## src/vcsd_params.svh

```systemverilog
// Constants for the video clock select and divide block
`ifndef VCSD_PARAMS_SVH
`define VCSD_PARAMS_SVH

// Register select codes on the four-bit register select port
`define VCSD_RS_SOURCE_SELECT   4'h9
`define VCSD_RS_OUTPUT_DIVIDE   4'hA

// Source select codes, bits 3..0
`define VCSD_SRC_ZERO           4'h0
`define VCSD_SRC_ONE            4'h1
`define VCSD_SRC_TWO            4'h2
`define VCSD_SRC_PAIR_TTL_A     4'h3
`define VCSD_SRC_PAIR_TTL_B     4'h4
`define VCSD_SRC_PAIR_ECL       4'h8

// Output divide register fields
`define VCSD_VID_MSB            5
`define VCSD_VID_LSB            3
`define VCSD_SHF_MSB            2
`define VCSD_SHF_LSB            0
`define VCSD_HOLD_CODE_MSBS     2'h3
`define VCSD_MAX_DIV_CODE       3'h5
`define VCSD_CNT_RESET_MASK     8'h36

// Reset values
`define VCSD_SOURCE_RESET       8'h00
`define VCSD_OUTPUT_RESET       8'h36

// Settling interval after a clock selection change
`define VCSD_SETTLE_NS          30
`define VCSD_CLK_NS             20
`define VCSD_SETTLE_CYC \
    ((`VCSD_SETTLE_NS + `VCSD_CLK_NS - 1) / `VCSD_CLK_NS)

`endif

```

## src/vcsd_pkg.sv

```systemverilog
// Types shared by the video clock select and divide block
package vcsd_pkg;

    typedef enum logic [2:0] {
        VCSD_SEL_ZERO,
        VCSD_SEL_ONE,
        VCSD_SEL_TWO,
        VCSD_SEL_PAIR_A,
        VCSD_SEL_PAIR_B,
        VCSD_SEL_PAIR_ECL
    } vcsd_source_e;

    typedef struct packed {
        logic       ecl_mode;
        logic [5:0] clk_in;
    } vcsd_clk_in_s;

    typedef struct packed {
        logic [3:0] sel;
        logic       wr_n;
        logic       rd_n;
        logic [7:0] wdata;
    } vcsd_mpu_s;

endpackage

```

## src/vcsd_sync_edge.sv

```systemverilog
// Two-flop synchroniser with a falling-edge pulse behind it
`timescale 1ns/100ps
`default_nettype none

module vcsd_sync_edge #(
    parameter int WIDTH = 1
) (
    input  wire logic             mclk,
    input  wire logic             sys_rst,
    input  wire logic [WIDTH-1:0] async_in,
    output logic      [WIDTH-1:0] sync_out,
    output logic      [WIDTH-1:0] fall_pulse
);

    logic [WIDTH-1:0] meta_r;
    logic [WIDTH-1:0] last_r;

    generate
        for (genvar i = 0; i < WIDTH; i++) begin : g_bit
            always_ff @(posedge mclk) begin
                if (sys_rst) begin
                    meta_r[i]   <= 1'b1;
                    sync_out[i] <= 1'b1;
                    last_r[i]   <= 1'b1;
                end else begin
                    meta_r[i]   <= async_in[i];
                    sync_out[i] <= meta_r[i];
                    last_r[i]   <= sync_out[i];
                end
            end
            assign fall_pulse[i] = last_r[i] & ~sync_out[i];
        end
    endgenerate

endmodule

`default_nettype wire

```

## src/vcsd_top.sv

```systemverilog
// Clock source selection and shift/video clock divider of a palette device
//
// Notes on behaviour
// - Up to five clock inputs: three TTL only, plus a pair that is either one ECL input or two TTL inputs.
// - The dual pair is ECL by default and turns TTL only when the source register selects one of its pins as TTL.
// - After reset clock input zero is the source.
// - Software may switch the source at any time by writing the source register.
// - The selected input is passed undivided as the pixel rate clock.
// - Source codes 0,1,2 select inputs zero to two, 3 and 4 a pair pin as TTL, 8 the pair as ECL; bits 7..4 are ignored.
// - Output bits 5..3 divide the video clock by 1 to 32 for codes 0 to 5; codes 11x hold it high.
// - Output bits 2..0 divide the shift clock by 1 to 32 for codes 0 to 5; codes 11x hold it low.
// - Bits 7 and 6 of the output register are ignored.
// - The output register value is the video code above the shift code, e.g. 0A or 2D.
// - After any selection change the divider counter stalls at least 30 ns before the divided clocks run; the pixel clock and divide by 1 are not held.
// - At reset the video clock is held high and the shift clock low.
// - Both divided output clocks come from one counter stepped on each pixel clock rising edge; divide by 1 follows the pixel clock.
// - The counter is held at zero while output bits 5, 4, 2 and 1 are all one.
// - Every reset loads the counter-reset pattern into the output register.
`timescale 1ns/100ps
`default_nettype none
`include "vcsd_params.svh"

module vcsd_top #(
    parameter int CNT_WIDTH = 5
) (
    input  wire logic                  mclk,
    input  wire logic                  sys_rst,
    input  wire logic                  soft_rst,
    input  wire vcsd_pkg::vcsd_mpu_s   mpu,
    input  wire vcsd_pkg::vcsd_clk_in_s clk_pins,
    output logic [7:0]                 rdata,
    output logic                       rdata_oe,
    output logic                       pixel_rate_clock,
    output logic                       video_clock_out,
    output logic                       shift_clock_out,
    output logic                       clocks_stable,
    output logic                       pair_ecl_enable
);
    import vcsd_pkg::*;

    // Elaboration-time refusal of counter widths the taps cannot serve
    if (CNT_WIDTH < 5 || CNT_WIDTH > 8) begin : g_bad_width
        $error("CNT_WIDTH must be 5 to 8");
    end

    // ------------------------------------------------------------
    // Pin synchronisers
    // ------------------------------------------------------------
    localparam int NSYNC = 6 + 2 + 4;
    logic [NSYNC-1:0] raw_in;
    logic [NSYNC-1:0] syn;
    logic [NSYNC-1:0] fall;
    logic [5:0]       clk_s;
    logic             wr_fall;
    logic             rd_s;
    logic [3:0]       sel_s;

    assign raw_in = {clk_pins.clk_in, mpu.wr_n, mpu.rd_n, mpu.sel};

    vcsd_sync_edge #(
        .WIDTH      (NSYNC)
    ) u_sync (
        .mclk       (mclk),
        .sys_rst    (sys_rst),
        .async_in   (raw_in),
        .sync_out   (syn),
        .fall_pulse (fall)
    );

    assign clk_s   = syn[NSYNC-1 -: 6];
    assign wr_fall = fall[5];
    assign rd_s    = ~syn[4];
    assign sel_s   = syn[3:0];

    // Write data is held stable by the host around the strobe
    logic [7:0] wdata_r;
    always_ff @(posedge mclk) begin
        if (sys_rst) begin
            wdata_r <= 8'h00;
        end else begin
            wdata_r <= mpu.wdata;
        end
    end

    // ------------------------------------------------------------
    // Registers
    // ------------------------------------------------------------
    logic [7:0] source_r;
    logic [7:0] outdiv_r;
    logic       wr_src;
    logic       wr_out;

    assign wr_src = wr_fall && sel_s == `VCSD_RS_SOURCE_SELECT;
    assign wr_out = wr_fall && sel_s == `VCSD_RS_OUTPUT_DIVIDE;

    always_ff @(posedge mclk) begin
        if (sys_rst || soft_rst) begin
            source_r <= `VCSD_SOURCE_RESET;
        end else if (wr_src) begin
            source_r <= wdata_r;
        end
    end

    always_ff @(posedge mclk) begin
        if (sys_rst || soft_rst) begin
            outdiv_r <= `VCSD_OUTPUT_RESET;
        end else if (wr_out) begin
            outdiv_r <= wdata_r;
        end
    end

    always_ff @(posedge mclk) begin
        if (sys_rst) begin
            rdata    <= 8'h00;
            rdata_oe <= 1'b0;
        end else begin
            rdata_oe <= rd_s && (sel_s == `VCSD_RS_SOURCE_SELECT ||
                                 sel_s == `VCSD_RS_OUTPUT_DIVIDE);
            rdata    <= (sel_s == `VCSD_RS_SOURCE_SELECT) ? source_r :
                        (sel_s == `VCSD_RS_OUTPUT_DIVIDE) ? outdiv_r :
                        8'h00;
        end
    end

    // ------------------------------------------------------------
    // Source decode
    // ------------------------------------------------------------
    vcsd_source_e src;
    always_comb begin
        case (source_r[3:0])
            `VCSD_SRC_ZERO:       src = VCSD_SEL_ZERO;
            `VCSD_SRC_ONE:        src = VCSD_SEL_ONE;
            `VCSD_SRC_TWO:        src = VCSD_SEL_TWO;
            `VCSD_SRC_PAIR_TTL_A: src = VCSD_SEL_PAIR_A;
            `VCSD_SRC_PAIR_TTL_B: src = VCSD_SEL_PAIR_B;
            `VCSD_SRC_PAIR_ECL:   src = VCSD_SEL_PAIR_ECL;
            default:              src = VCSD_SEL_ZERO;
        endcase
    end

    // ------------------------------------------------------------
    // Settling interval after any selection change
    // ------------------------------------------------------------
    localparam int SETTLE = (`VCSD_SETTLE_CYC < 1) ? 1 : `VCSD_SETTLE_CYC;
    logic [3:0] settle_r;
    always_ff @(posedge mclk) begin
        if (sys_rst || soft_rst || wr_src || wr_out) begin
            settle_r <= 4'(SETTLE);
        end else if (settle_r != 4'h0) begin
            settle_r <= settle_r - 4'h1;
        end
    end

    always_ff @(posedge mclk) begin
        if (sys_rst) begin
            clocks_stable <= 1'b0;
        end else begin
            clocks_stable <= (settle_r == 4'h0);
        end
    end

    // ------------------------------------------------------------
    // Pixel clock mux (sampled image of the chosen pin)
    // ------------------------------------------------------------
    logic pix_nxt;
    always_comb begin
        case (src)
            VCSD_SEL_ZERO:     pix_nxt = clk_s[0];
            VCSD_SEL_ONE:      pix_nxt = clk_s[1];
            VCSD_SEL_TWO:      pix_nxt = clk_s[2];
            VCSD_SEL_PAIR_A:   pix_nxt = clk_s[3];
            VCSD_SEL_PAIR_B:   pix_nxt = clk_s[4];
            VCSD_SEL_PAIR_ECL: pix_nxt = clk_s[3];
            default:           pix_nxt = clk_s[0];
        endcase
    end

    logic pix_r;
    always_ff @(posedge mclk) begin
        if (sys_rst) begin
            pix_r            <= 1'b0;
            pixel_rate_clock <= 1'b0;
            pair_ecl_enable  <= 1'b1;
        end else begin
            pix_r            <= pix_nxt;
            pixel_rate_clock <= pix_nxt;
            pair_ecl_enable  <= !(src == VCSD_SEL_PAIR_A ||
                                  src == VCSD_SEL_PAIR_B);
        end
    end

    logic pix_rise;
    assign pix_rise = pix_nxt & ~pix_r & (settle_r == 4'h0);

    // ------------------------------------------------------------
    // Shared divider counter
    // ------------------------------------------------------------
    logic [CNT_WIDTH-1:0] cnt_r;
    logic                 cnt_hold;
    assign cnt_hold = (outdiv_r & `VCSD_CNT_RESET_MASK) ==
                      `VCSD_CNT_RESET_MASK;

    always_ff @(posedge mclk) begin
        if (sys_rst || cnt_hold) begin
            cnt_r <= '0;
        end else if (pix_rise) begin
            cnt_r <= cnt_r + 1'b1;
        end
    end

    // Divide by 2^n: counter bit n-1; divide by 1 follows the pixel clock
    function automatic logic tap(input logic [2:0] code,
                                 input logic [CNT_WIDTH-1:0] c,
                                 input logic pix);
        logic r;
        r = pix;
        if (code != 3'h0 && code <= `VCSD_MAX_DIV_CODE) begin
            r = c[code - 3'h1];
        end
        return r;
    endfunction

    logic [2:0] vid_code;
    logic [2:0] shf_code;
    assign vid_code = outdiv_r[`VCSD_VID_MSB:`VCSD_VID_LSB];
    assign shf_code = outdiv_r[`VCSD_SHF_MSB:`VCSD_SHF_LSB];

    always_ff @(posedge mclk) begin
        if (sys_rst) begin
            video_clock_out <= 1'b1;
        end else if (vid_code[2:1] == `VCSD_HOLD_CODE_MSBS) begin
            video_clock_out <= 1'b1;
        end else begin
            video_clock_out <= tap(vid_code, cnt_r, pix_r);
        end
    end

    always_ff @(posedge mclk) begin
        if (sys_rst) begin
            shift_clock_out <= 1'b0;
        end else if (shf_code[2:1] == `VCSD_HOLD_CODE_MSBS) begin
            shift_clock_out <= 1'b0;
        end else begin
            shift_clock_out <= tap(shf_code, cnt_r, pix_r);
        end
    end

endmodule

`default_nettype wire

```

## config.mk

```make
export PLATFORM = sky130hd
export DESIGN_NAME = vcsd_top
export DESIGN_NICKNAME = d
export VERILOG_FILES = /design/src/vcsd_pkg.sv /design/src/vcsd_sync_edge.sv /design/src/vcsd_top.sv
export VERILOG_INCLUDE_DIRS = /design/src /design/src/src
export SDC_FILE = /design/constraint.sdc
export NUM_CORES = 1
export LEC_CHECK = 0
export BUFFER_PORTS_ARGS = -buffer_cell sky130_fd_sc_hd__buf_2
export CAP_MARGIN = 20
export CORE_ASPECT_RATIO = 0.5
export CORE_MARGIN = 5
export CORE_UTILIZATION = 55
export DETAILED_ROUTE_END_ITERATION = 8
export GPL_TIMING_DRIVEN = 0
export PLACE_DENSITY = 0.8
export SLEW_MARGIN = 30
export SYNTH_ARGS = -nofsm -noshare
export SYNTH_HDL_FRONTEND = slang
export SYNTH_SLANG_ARGS = --single-unit
```

## constraint.sdc

```tcl
create_clock -name mclk -period 2.97 [get_ports mclk]
set_input_delay 0.4455 -clock mclk [delete_from_list [all_inputs] [get_ports mclk]]
set_output_delay 0.4455 -clock mclk [all_outputs]
set_load 0.1 [all_outputs]
```

# [Word level (Yosys, flattened, before mapping)]
# Index checks and enable logic that the tools add are counted.
[classes] add_sub_neg=4 magnitude_cmp=4 n_eq_ne=15 mux=10 bitwise_logic=6 reduce_logical=19
[op_table] cell="4-bit == test, second input constant" count=4
[op_table] cell="8-bit two-way mux" count=2
[op_table] cell="3-bit one-hot mux with 5 select lines" count=1
[op_table] cell="4-bit by 2-bit == test with 1-bit output, second input constant" count=2
[op_table] cell="3-bit by 4-bit less-than comparator with 1-bit output, second input constant" count=2
[op_table] cell="1-bit binary-select mux with 3-bit select" count=2
[op_table] cell="3-bit by 2-bit == test with 1-bit output, second input constant" count=2
[op_table] cell="3-bit == test, second input constant" count=2
[op_table] cell="3-bit less-or-equal comparator, second input constant" count=2
[op_table] cell="1-bit logical OR" count=6
[op_table] cell="3-bit nonzero test" count=2
[op_table] cell="2-bit OR reduction" count=3
[op_table] cell="3-bit by 1-bit subtractor with 3-bit output, second input constant" count=2
[op_table] cell="5-bit by 1-bit adder with 5-bit output, second input constant" count=1
[op_table] cell="1-bit logical AND" count=5
[op_table] cell="2-bit == test, second input constant" count=2
[op_table] cell="4-bit by 1-bit == test with 1-bit output, second input constant" count=1
[op_table] cell="4-bit by 3-bit == test with 1-bit output, second input constant" count=1
[op_table] cell="4-bit logical NOT" count=1
[op_table] cell="1-bit two-way mux" count=4
[op_table] cell="1-bit one-hot mux with 4 select lines" count=1
[op_table] cell="4-bit nonzero test" count=1
[op_table] cell="4-bit by 1-bit subtractor with 4-bit output, second input constant" count=1
[op_table] cell="1-bit bitwise AND" count=3
[op_table] cell="other kinds (3)" count=5
[totals] regBits=70

# [Longest topological paths before layout]
# Gate-level depths: netlist (run 1).
[logic_depth] depth_word=7 mapped_depth=8 mapped_depth_nobuf=7

# [Hierarchy]
# A second synthesis (run 1) with hierarchy kept.
[hier_totals] cells_unflattened=299 area_unflattened_um2=3106.7
[modules_own_cells] module="vcsd_top" instances=1 cells_per_inst=212 area_per_inst_um2=2052.0
[modules_own_cells] module="vcsd_sync_edge" instances=1 cells_per_inst=87 area_per_inst_um2=1054.8

# [Least setup slack after synthesis (run 1)]
# Ideal clock, no wire load.
[synth_path] path_type="register to register" from="reg pix_r" to="reg cnt_r[4]" setup_time_ns=0.121 arrival_ns=1.484 t_required_ns=2.849 path_slack_ns=1.365 stages_incl_launch_ff=5 synth_period_minus_slack_ns=1.605 path_cell_list="dfxtp_1 nor2b_1 nand4_1 a21oi_1 mux2i_1"
[synth_via] elab_chain_cells=3
[synth_rtl] element="from (decl)" line="vcsd_top.sv:178" source="logic pix_r;"
[synth_rtl] element="from (signal assigned)" line="vcsd_top.sv:185" source="pix_r <= pix_nxt;"
[synth_rtl] element="1-bit NOT" line="vcsd_top.sv:193" source="assign pix_rise = pix_nxt & ~pix_r & (settle_r == 4'h0);"
[synth_rtl] element="1-bit bitwise AND (2 in series)" line="vcsd_top.sv:193"
[synth_rtl] element="to (signal assigned)" line="vcsd_top.sv:207" source="cnt_r <= cnt_r + 1'b1;"
[synth_rtl] element="to (decl)" line="vcsd_top.sv:198" source="logic [CNT_WIDTH-1:0] cnt_r;"
# Every way passes these cells.
# A chain may end at the register's enable or synchronous reset.

# [Worst setup path in the final report (run 1)]
[layout_path] from="reg outdiv_r[0]" to="reg shift_clock_out"
[layout_via] elab_chain_cells=4
[layout_rtl] element="from (decl)" line="vcsd_top.sv:89" source="logic [7:0] outdiv_r;"
[layout_rtl] element="from (signal assigned)" line="vcsd_top.sv:106" source="outdiv_r <= `VCSD_OUTPUT_RESET;"
[layout_rtl] element="from (signal assigned)" line="vcsd_top.sv:108" source="outdiv_r <= wdata_r;"
[layout_rtl] element="3-bit by 1-bit subtractor with 3-bit output" line="vcsd_top.sv:218" source="r = c[code - 3'h1];"
[layout_rtl] element="1-bit binary-select mux with 3-bit select" line="vcsd_top.sv:218"
[layout_rtl] element="1-bit two-way mux (implied by the code)" line="vcsd_top.sv:218"
[layout_rtl] element="1-bit two-way mux *" line="vcsd_top.sv:217" source="if (code != 3'h0 && code <= `VCSD_MAX_DIV_CODE) begin"
[layout_rtl] element="to (signal assigned)" line="vcsd_top.sv:244" source="shift_clock_out <= tap(shf_code, cnt_r, pix_r);"
[layout_rtl] element="to (decl)" line="vcsd_top.sv:35" source="output logic shift_clock_out,"
# Mark *: on every way between the ends. The rest lies on a longest branch, timed or not. The select of a mux whose other input is x is not followed.

==> results of run 1 <==
layer usage:
layer	up-vias	global-route usage, %
met5	-	0
met1	904	21.0
met4	0	9.95
met2	55	31.2
met3	10	5.61
li1	1003	-
state kept, by name (all words and copies together) (netlist names), 4 cells and up:
| name | cells |
|---|---|
| settle_r | 4 |
| source_r | 8 |
| u_sync.meta_r | 11 |
| outdiv_r | 8 |
| rdata | 8 |
| wdata_r | 8 |
| cnt_r | 5 |
| u_sync.sync_out | 11 |
logic make-up after synthesis:
family	after synthesis	share of synthesized area, %
and+or+nand+nor	110	21.6
DFF	70	51.1
AOI/OAI and AO/OA	33	8.94
muxes	25	9.58
buffers and inverters	23	3.97
adders and majority gates	7	3.19
xor gates and xnor gates	5	1.60
power by group:
part / switching (uW) / internal [uW] / leakage [uW] / total (uW)
registers: 12.5 / 964 / 0.000573 / 976
logic: 51.3 / 38.6 / 0.000717 / 89.9
clock network: 349 / 411 / 0.0000955 / 759
metrics by stage:
stage	std cells	setup WS [ns]	utilization [%]
2_1_floorplan	273	1.36	-
3_3_place_gp	378	1.21	61.8
3_5_place_dp	378	1.13	61.8
4_1_cts	394	1.10	65.9
5_1_grt	394	0.925	65.9
6_report	394	1.06	65.9
area by class of cell:
class | count | area, sq um
Fill cell | 405 | 1660
Inverter | 10 | 37.5
Sequential cell | 70 | 1400
Timing Repair Buffer | 35 | 175
Buffer | 13 | 71.3
Multi-Input combinational cell | 180 | 1230
Tap cell | 70 | 87.6
Clock buffer | 11 | 141
Clock inverter | 5 | 58.8
worst min-delay path by stage:
stage / cells after the start / end / start
floorplan: 1 / rdata_oe / u_sync.sync_out[4]
global placement: 1 / rdata_oe / u_sync.sync_out[4]
detailed placement: 1 / rdata_oe / u_sync.sync_out[4]
CTS: 2 / u_sync.meta_r[3] / mpu[13]
global route: 2 / u_sync.meta_r[3] / mpu[13]
finish: 2 / u_sync.meta_r[2] / mpu[12]
critical path: stages (launching register included):
cell      delay (ns)
dfxtp_1         0.31
clkbuf_1        0.32
inv_1           0.13
ha_1            0.34
nand2_1         0.07
o21ai_0         0.16
a22oi_1         0.11
o21ai_0         0.23
and3_1          0.18
cell usage after synthesis (all sizes together) (3+ instances only):
master	count	area, sq um
nor3b	4	40.0
a22oi	9	67.6
or2	24	150
buf	7	48.8
xnor2	4	35.0
nand4	3	18.8
nor2b	12	77.6
clkbuf	6	22.5
nand2b	3	18.8
nand3	3	15.0
ha	7	87.6
nand2	19	73.8
mux2i	24	240
inv	10	37.5
nor3	4	20.0
or2b	4	30.0
nand3b	3	22.5
dfxtp	70	1400
a21oi	8	40.0
o21ai	9	45.0
nor2	28	105
==> summary.md, run 1 <==
| Metric | Value |
|---|---|
| Die height | 59.9 microns |
| Post-synth EDFFs | 0 |
| #FFs+latches synth | 70 |
| Starting Density | 56.4% |
| Clock period minus worst slack | 1.91 ns |
| Setup tns final | 0 ns |
| # diodes | 0 |
| Total power | 1830 uW |
| Root buf cell | clkbuf_8 |
| Clock latency on the worst-skew pair | 0.34 ns |
| Crit path DAT | 2.19 ns |
| Rows | 18 |
| Crit Path Max Fanout | 7 |
| Metal3 WL | 357 microns |
| H-tree depth | 3 |
| Met1 wire length | 2250 microns |
| Power per Cell Area | 569 nW/um^2 |
| Cell Area, Placed | 3010 sq um |
| CTS Buf Count | 9 |
| Final worst-path cycle share | 64.2% |
| CTS tree | built |
| Worst Setup EP | shift_clock_out |
| Unrepaired setup endpoints after global routing | false |
| Initial antenna violation count | 0 |
| Tot GR Track Use | 18.4% |
| CTS Buffer Depth | 2 |
| Final Hold Viols | 0 |
| Seq/Total Area, Yosys | 51.1% |
| Endpoint class of the critical path | register |
| Vias per Instance | 5.01 |
| Commonest non-fill, non-tap cell in the layout | dfxtp_1 |
| RePlAce Congestion | 0.764 |
| Top Layer Used | met4 |
| R2r endpoint | shift_clock_out |
| WL final | 5290 microns |
| Max-cap violation count | 0 |
| Mapped Area | 2740 sq um |
| CTS sink count | 70 |
| CTS clk-pin slew, worst paths | 0.07 ns |
| Die Area | 6580 sq um |
| Leak Pwr | 0.00138 uW |
| Commonest cells after routing, fill and taps aside | dfxtp_1 (70), buf_2 (38), nor2_1 (28) |
| Worst IR drop on VDD | 0.000375 V |
| Fmax | 525 MHz |
| Core ar. | 4860 sq um |
| Via count | 1972 |
| Slew margin rel. | 52.6% |
| Share of cells above drive strength 1 | 27.8% |
| Clock Skew | 0.00700 ns |
| Vias in the first global route | 2032 |
| Initial drt markers | 69 |
| Asr flop ratio synth | 0% |
| Number of distinct library cells after synthesis | 39 |
| Crit path from | outdiv_r[0] |
| Post-CTS Setup Bufs | 0 |
| Die X-Extent | 110 microns |
| Launch point of the worst reg-to-reg path | outdiv_r[0] |
| Post-DP HPWL | 3810 microns |
| Design area | 3210 sq um |
| Slew @ Worst Pin | 0.702 ns |
| Syn Nets | 304 |
| Post-synth top flop | dfxtp_1 |
| Cells on worst reg2reg path | 8 |
| Total grt overflow | 0 |
| Final nets | 350 |
| Hold buffer count at CTS | 0 |
| Area growth, synth to finish | 16.9% |
| Gate Count Post-Synth | 273 |
| WS Path Type | reg -> reg |
| DRT antenna net count | 0 |
| Tightest Hold Check Type | in -> reg |
| Slew Viols, Final | 0 |
| Cts repair resizes | 0 |
| Worst reg2reg setup slack | 1.06 ns |
| Largest net degree at the start of global routing | 13 |
| WHS | 0.278 ns |
| Metal2 WL | 2610 microns |
| Worst endpoint required time | 3.25 ns |
| Status | complete, no violations |
| Synth warnings | 0 |
| Total iterations of the first detailed-routing run | 4 |
| WL per Instance | 13.4 microns |
| Final setup viols | 0 |
| Synth Area per Inst | 10.0 sq um |
| # IOs | 38 |
| First-pass GRT wire length | 8980 microns |
| Port Buffers | 35 |
| Startpoint types | register |
| DRC viols | 0 |
Note: power is estimated with default switching activity, not from simulation.
==> run 2, diff against run 1 <==
- CORE_UTILIZATION: 55 -> 51
- PLACE_DENSITY: 0.8 -> 0.78
- clock period: 2.97 -> 1.65 ns (I/O delays scaled with it)
==> summary.md, run 2 (same netlist as run 1, synthesis figures left out) <==
| Metric | Value |
|---|---|
| Status | complete, no violations |
| # diodes | 0 (unchanged) |
| Largest net degree at the start of global routing | 12 (-1) |
| Leak Pwr | 0.00143 uW (+3.6%) |
| Root buf cell | clkbuf_8 |
| Cell Area, Placed | 3010 sq um (unchanged) |
| Crit path DAT | 1.82 ns (-0.37 ns) |
| CTS Buf Count | 9 (unchanged) |
| WL final | 5270 microns (-0.26%) |
| WS Path Type | reg -> reg |
| Post-DP HPWL | 3700 microns (-2.7%) |
| Starting Density | 54.1% (-2.3 points) |
| Area growth, synth to finish | 20.4% |
| Placed cell count | 378 (unchanged) |
| Critical Path Max Stage Delay | 0.37 ns (+0.03 ns) |
| Slew Viols, Final | 0 (unchanged) |
| WL per Instance | 13.3 microns (-1.0%) |
| Crit-path most repeated cell | o21ai_0 |
| Fmax | 634 MHz (+21%) |
| Max-cap violation count | 0 (unchanged) |
| Total grt overflow | 0 (unchanged) |
| Busiest grt layer | met2 |
| Clock period minus worst slack | 1.58 ns (-0.328 ns) |
| Endpoint class of the critical path | register |
| Hold buffer count at CTS | 0 (unchanged) |
| Worst endpoint required time | 1.89 ns (-1.36 ns) |
| Tightest Hold Check Type | in -> reg |
| Vias per Instance | 5.00 (about the same) |
| Buf+Inv Stages, Crit Path | 1 (-1) |
| # IOs | 38 (unchanged) |
| CTS clk-pin slew, worst paths | 0.07 ns (about the same) |
| Grt met1 use | 18.5% (-2.5 points) |
| Clock latency on the worst-skew pair | 0.34 ns (about the same) |
| Die X-Extent | 114 microns (+3.5%) |
| Commonest non-fill, non-tap cell in the layout | dfxtp_1 |
| CTS sink count | 70 (unchanged) |
| Slew margin rel. | 52.7% (+0.10 points) |
| Critical path depth | 6 (-2) |
| Cells on worst reg2reg path | 6 (-2) |
| Initial drt markers | 56 (-19%) |
| Port Buffers | 35 (unchanged) |
| Share of cells above drive strength 1 | 31.2% (+3.4 points) |
| Routing usage on met3 | 5.90% (+0.29 points) |
| CTS tree | built |
| WHS | 0.0832 ns (-0.195 ns) |
| Total iterations of the first detailed-routing run | 4 (unchanged) |
| Non-Filler Instances | 397 (+0.76%) |
| Hold path depth | 2 (unchanged) |
| Core ar. | 5070 sq um (+4.2%) |
| GR Layer Usage met2 | 28.9% (-2.3 points) |
| Final worst-path cycle share | 95.6% (+31 points) |
| DRT antenna net count | 0 (unchanged) |
| First-pass GRT wire length | 8720 microns (-2.9%) |
| Initial antenna violation count | 0 (unchanged) |
| H-tree depth | 3 (unchanged) |
| Worst path cell trace | inv_1 > ha_1 > o21ai_0 > a221oi_1 > o21ai_0 > and3_1 |
| Power per Cell Area | 1040 nW/um^2 (+82%) |
| Via count | 1986 (+0.71%) |
| Design area | 3300 sq um (+3.0%) |
| Die height | 61.9 microns (+3.2%) |
| Worst IR drop on VDD | 0.000601 V (+61%) |
| CTS Buffer Depth | 2 (unchanged) |
| Final Hold Viols | 0 (unchanged) |
| Slew @ Worst Pin | 0.706 ns (+0.00458 ns) |
| Rows | 18 (unchanged) |
| Largest regs | u_sync.meta_r: 11 flops, u_sync.sync_out: 11 flops |
| Die Area | 7030 sq um (+6.8%) |
| RePlAce Congestion | 0.752 (-1.6%) |
| Commonest cells after routing, fill and taps aside | dfxtp_1 (65), buf_2 (37), nor2_1 (28) |
| DRC viols | 0 (unchanged) |
| Crit Path Max Fanout | 5 (-2) |
| Crit path max-delay family | compound AO/OA/AOI/OAI gates |
| Unrepaired setup endpoints after global routing | false |
| Tot GR Track Use | 16.5% (-1.9 points) |
| Final setup viols | 0 (unchanged) |
| Clock Skew | 0.00629 ns (-0.000718 ns) |
| CP max stage cell | dfxtp_2 |
| Startpoint types | register |
| Vias in the first global route | 1970 (-3.1%) |
| Final nets | 353 (+0.86%) |
==> run 2: changes by cell type in the layout (fill, tap and decap cells not counted), moves of 2 or more <==
cell,previous run,this run
dfxtp_4,0,3
clkinvlp_4,2,0
buf_4,1,5
dfxtp_1,70,65
dfxtp_2,0,2
==> run 2: what timing repair did <==
action                                 in CTS  in global routing
setup buffers                               0                  4
gates resized for setup                     3                 12
endpoints found under the hold margin       0                  0
setup endpoints to repair                   5                  8
==> run 2: stage by stage <==
step           worst slack, ns  power [uW]  setup TNS (ns)  utilization [%]
2_1_floorplan           0.0447        1900               0                -
3_3_place_gp            -0.110        1950          -0.251             59.3
3_5_place_dp            -0.211        1960          -0.621             59.3
4_1_cts                 0.0185        3430               0             63.6
5_1_grt                 0.0112        3550               0             65.2
6_report                0.0722        3420               0             65.2
==> run 2: final timing paths <==
check             slack, ns                to               start
setup reg to reg       0.07   shift_clock_out         outdiv_r[1]
setup / recovery       0.07   shift_clock_out         outdiv_r[1]
hold reg to reg        0.40          rdata_oe  u_sync.sync_out[4]
hold / removal         0.08  u_sync.meta_r[2]             mpu[12]
==> run 2: worst register-to-register path: stages, from the launching register on <==
cell,delay [ns]
dfxtp_2,0.37
inv_1,0.07
ha_1,0.32
o21ai_0,0.12
a221oi_1,0.29
o21ai_0,0.13
and3_1,0.18
==> run 2: metal layers <==
layer	wire [microns]	up-vias
met3	292	11
met1	2300	923
met5	0	-
met2	2570	44
li1	-	1008
met4	106	0
==> run 2: area by class of cell <==
cell class	instances	area, sq um
Buffer	12	67.6
Timing Repair Buffer	39	208
Clock buffer	12	145
Sequential cell	70	1420
Tap cell	70	87.6
Fill cell	419	1770
Multi-Input combinational cell	180	1270
Inverter	10	37.5
Clock inverter	4	70.1
==> run 2: where the power goes <==
part	total, uW	internal [uW]	switching [uW]	leakage [uW]
Combinational	176	79.2	96.4	0.000750
Sequential	1750	1730	22.9	0.000574
Clock	1490	888	601	0.000110
==> run 3, diff against run 2 <==
- GPL_TIMING_DRIVEN: 0 -> 1
==> summary.md, run 3 (same netlist as run 1, synthesis figures left out) <==
| Metric | Value |
|---|---|
| Status | complete, no violations |
| Via count | 1961 (-1.3%) |
| Root buf cell | clkbuf_8 |
| Largest net degree at the start of global routing | 29 (+17) |
| Post-DP HPWL | 3690 microns (-0.33%) |
| Placed cell count | 377 (-0.26%) |
| Port Buffers | 35 (unchanged) |
| Core ar. | 5070 sq um (unchanged) |
| First-pass GRT wire length | 8560 microns (-1.8%) |
| Rows | 18 (unchanged) |
| DRT antenna net count | 0 (unchanged) |
| Buf+Inv Stages, Crit Path | 1 (unchanged) |
| Endpoint class of the critical path | register |
| Crit path DAT | 1.87 ns (+0.05 ns) |
| CTS clk-pin slew, worst paths | 0.08 ns (about the same) |
| Fillers | 416 (-0.72%) |
| Worst endpoint required time | 1.92 ns (+0.03 ns) |
| Final worst-path cycle share | 96.7% (+1.0 points) |
| CTS Buf Count | 9 (unchanged) |
| Critical Path Max Stage Delay | 0.43 ns (+0.06 ns) |
| Clock latency on the worst-skew pair | 0.34 ns (about the same) |
| Die X-Extent | 114 microns (unchanged) |
| H-tree depth | 3 (unchanged) |
| Leak Pwr | 0.00142 uW (-0.98%) |
| Final setup viols | 0 (unchanged) |
| Die height | 61.9 microns (unchanged) |
| Die Area | 7030 sq um (unchanged) |
| Unrepaired setup endpoints after global routing | false |
| Final Hold Viols | 0 (unchanged) |
| Slew Viols, Final | 0 (unchanged) |
| Fmax | 627 MHz (-1.1%) |
| Vias per Instance | 4.99 (-0.25%) |
| CTS Buffer Depth | 2 (unchanged) |
| Share of cells above drive strength 1 | 32.5% (+1.3 points) |
| CP max stage cell | or3b_4 |
| WL per Instance | 13.2 microns (-0.32%) |
| Worst IR drop on VDD | 0.000645 V (+7.2%) |
| RePlAce Congestion | 0.754 (+0.28%) |
| Starting Density | 54.1% (unchanged) |
| Commonest non-fill, non-tap cell in the layout | dfxtp_1 |
| Total iterations of the first detailed-routing run | 4 (unchanged) |
| WS Path Type | reg -> reg |
| # IOs | 38 (unchanged) |
| Total grt overflow | 0 (unchanged) |
| Area growth, synth to finish | 18.3% |
| Hold buffer count at CTS | 0 (unchanged) |
| CTS sink count | 70 (unchanged) |
| Tot GR Track Use | 16.1% (-0.42 points) |
| Crit Path Max Fanout | 4 (-1) |
| Slew @ Worst Pin | 0.492 ns (-0.214 ns) |
| DRC viols | 0 (unchanged) |
| Launch point of the worst reg-to-reg path | settle_r[0] |
| Max-cap violation count | 0 (unchanged) |
| WL final | 5200 microns (-1.3%) |
| Clock Skew | 0.00448 ns (-0.00181 ns) |
| Power per Cell Area | 1010 nW/um^2 (-2.5%) |
| CTS tree | built |
| Vias in the first global route | 1912 (-2.9%) |
| Non-Filler Instances | 393 (-1.0%) |
| Clock period minus worst slack | 1.59 ns (+0.0170 ns) |
| Crit path max-delay family | simple AND/OR/NAND/NOR gates |
| Commonest cells after routing, fill and taps aside | dfxtp_1 (64), buf_2 (34), nor2_1 (28) |
| Initial drt markers | 98 (+75%) |
| Final nets | 349 (-1.1%) |
| Hold wc startpoint | mpu[8] |
| Crit path from | settle_r[0] |
| Worst path cell trace | inv_1 > ha_1 > or3b_4 > a211oi_4 > mux2i_1 |
| Tightest Hold Check Type | in -> reg |
| Final Core Density | 64.0% (-1.1 points) |
| Post-CTS Setup Bufs | 0 (unchanged) |
| # diodes | 0 (unchanged) |
| Initial antenna violation count | 0 (unchanged) |
| Startpoint types | register |
| Largest regs | u_sync.meta_r: 11 flops, u_sync.sync_out: 11 flops |
| Slew margin rel. | 67.4% (+15 points) |
## run 3: area by class of cell
type,count,area [sq um],area share [%]
Clock buffer,9,124,3.82
Clock inverter,7,75.1,2.31
Inverter,10,37.5,1.16
Multi-Input combinational cell,180,1240,38.4
Sequential cell,70,1410,43.4
Tap cell,70,87.6,2.70
Timing Repair Buffer,47,268,8.25
## run 3: path summary, 6_finish.rpt
path | end | depth (start not counted) | slack [ns]
max | cnt_r[1] | 5 | 0.06
min | u_sync.meta_r[4] | 2 | 0.08
max reg2reg | cnt_r[1] | 5 | 0.06
min reg2reg | rdata_oe | 1 | 0.40
## run 3: stage by stage
stage	hold slack [ns]	setup slack (ns)	instance area (sq um)	power (uW)	setup TNS [ns]
finish	0.0787	0.0552	3250	3280	0
CTS	0.0624	0.00816	3230	3300	0
global placement	0.386	0.104	3020	1950	0
global route	0.0565	0.000570	3250	3410	0
floorplan	0.351	0.0447	2740	1900	0
detailed placement	0.387	-0.0254	3020	1960	-0.0254
## run 3: repair_timing
item	in CTS	in global routing
gates cloned	0	0
setup endpoints to repair	2	7
pin swaps	0	1
gates resized for setup	1	10
## run 3: layer usage
metal,routed length [microns],track usage (%)
met5,0,0
met4,67,6.85
met3,280,6.96
met2,2570,27.5
met1,2290,18.1
## run 3: report_power, final
group | internal, uW | switching (uW)
combinational | 76.0 | 91.1
clock | 699 | 652
sequential | 1730 | 24.0
total | 2510 | 767
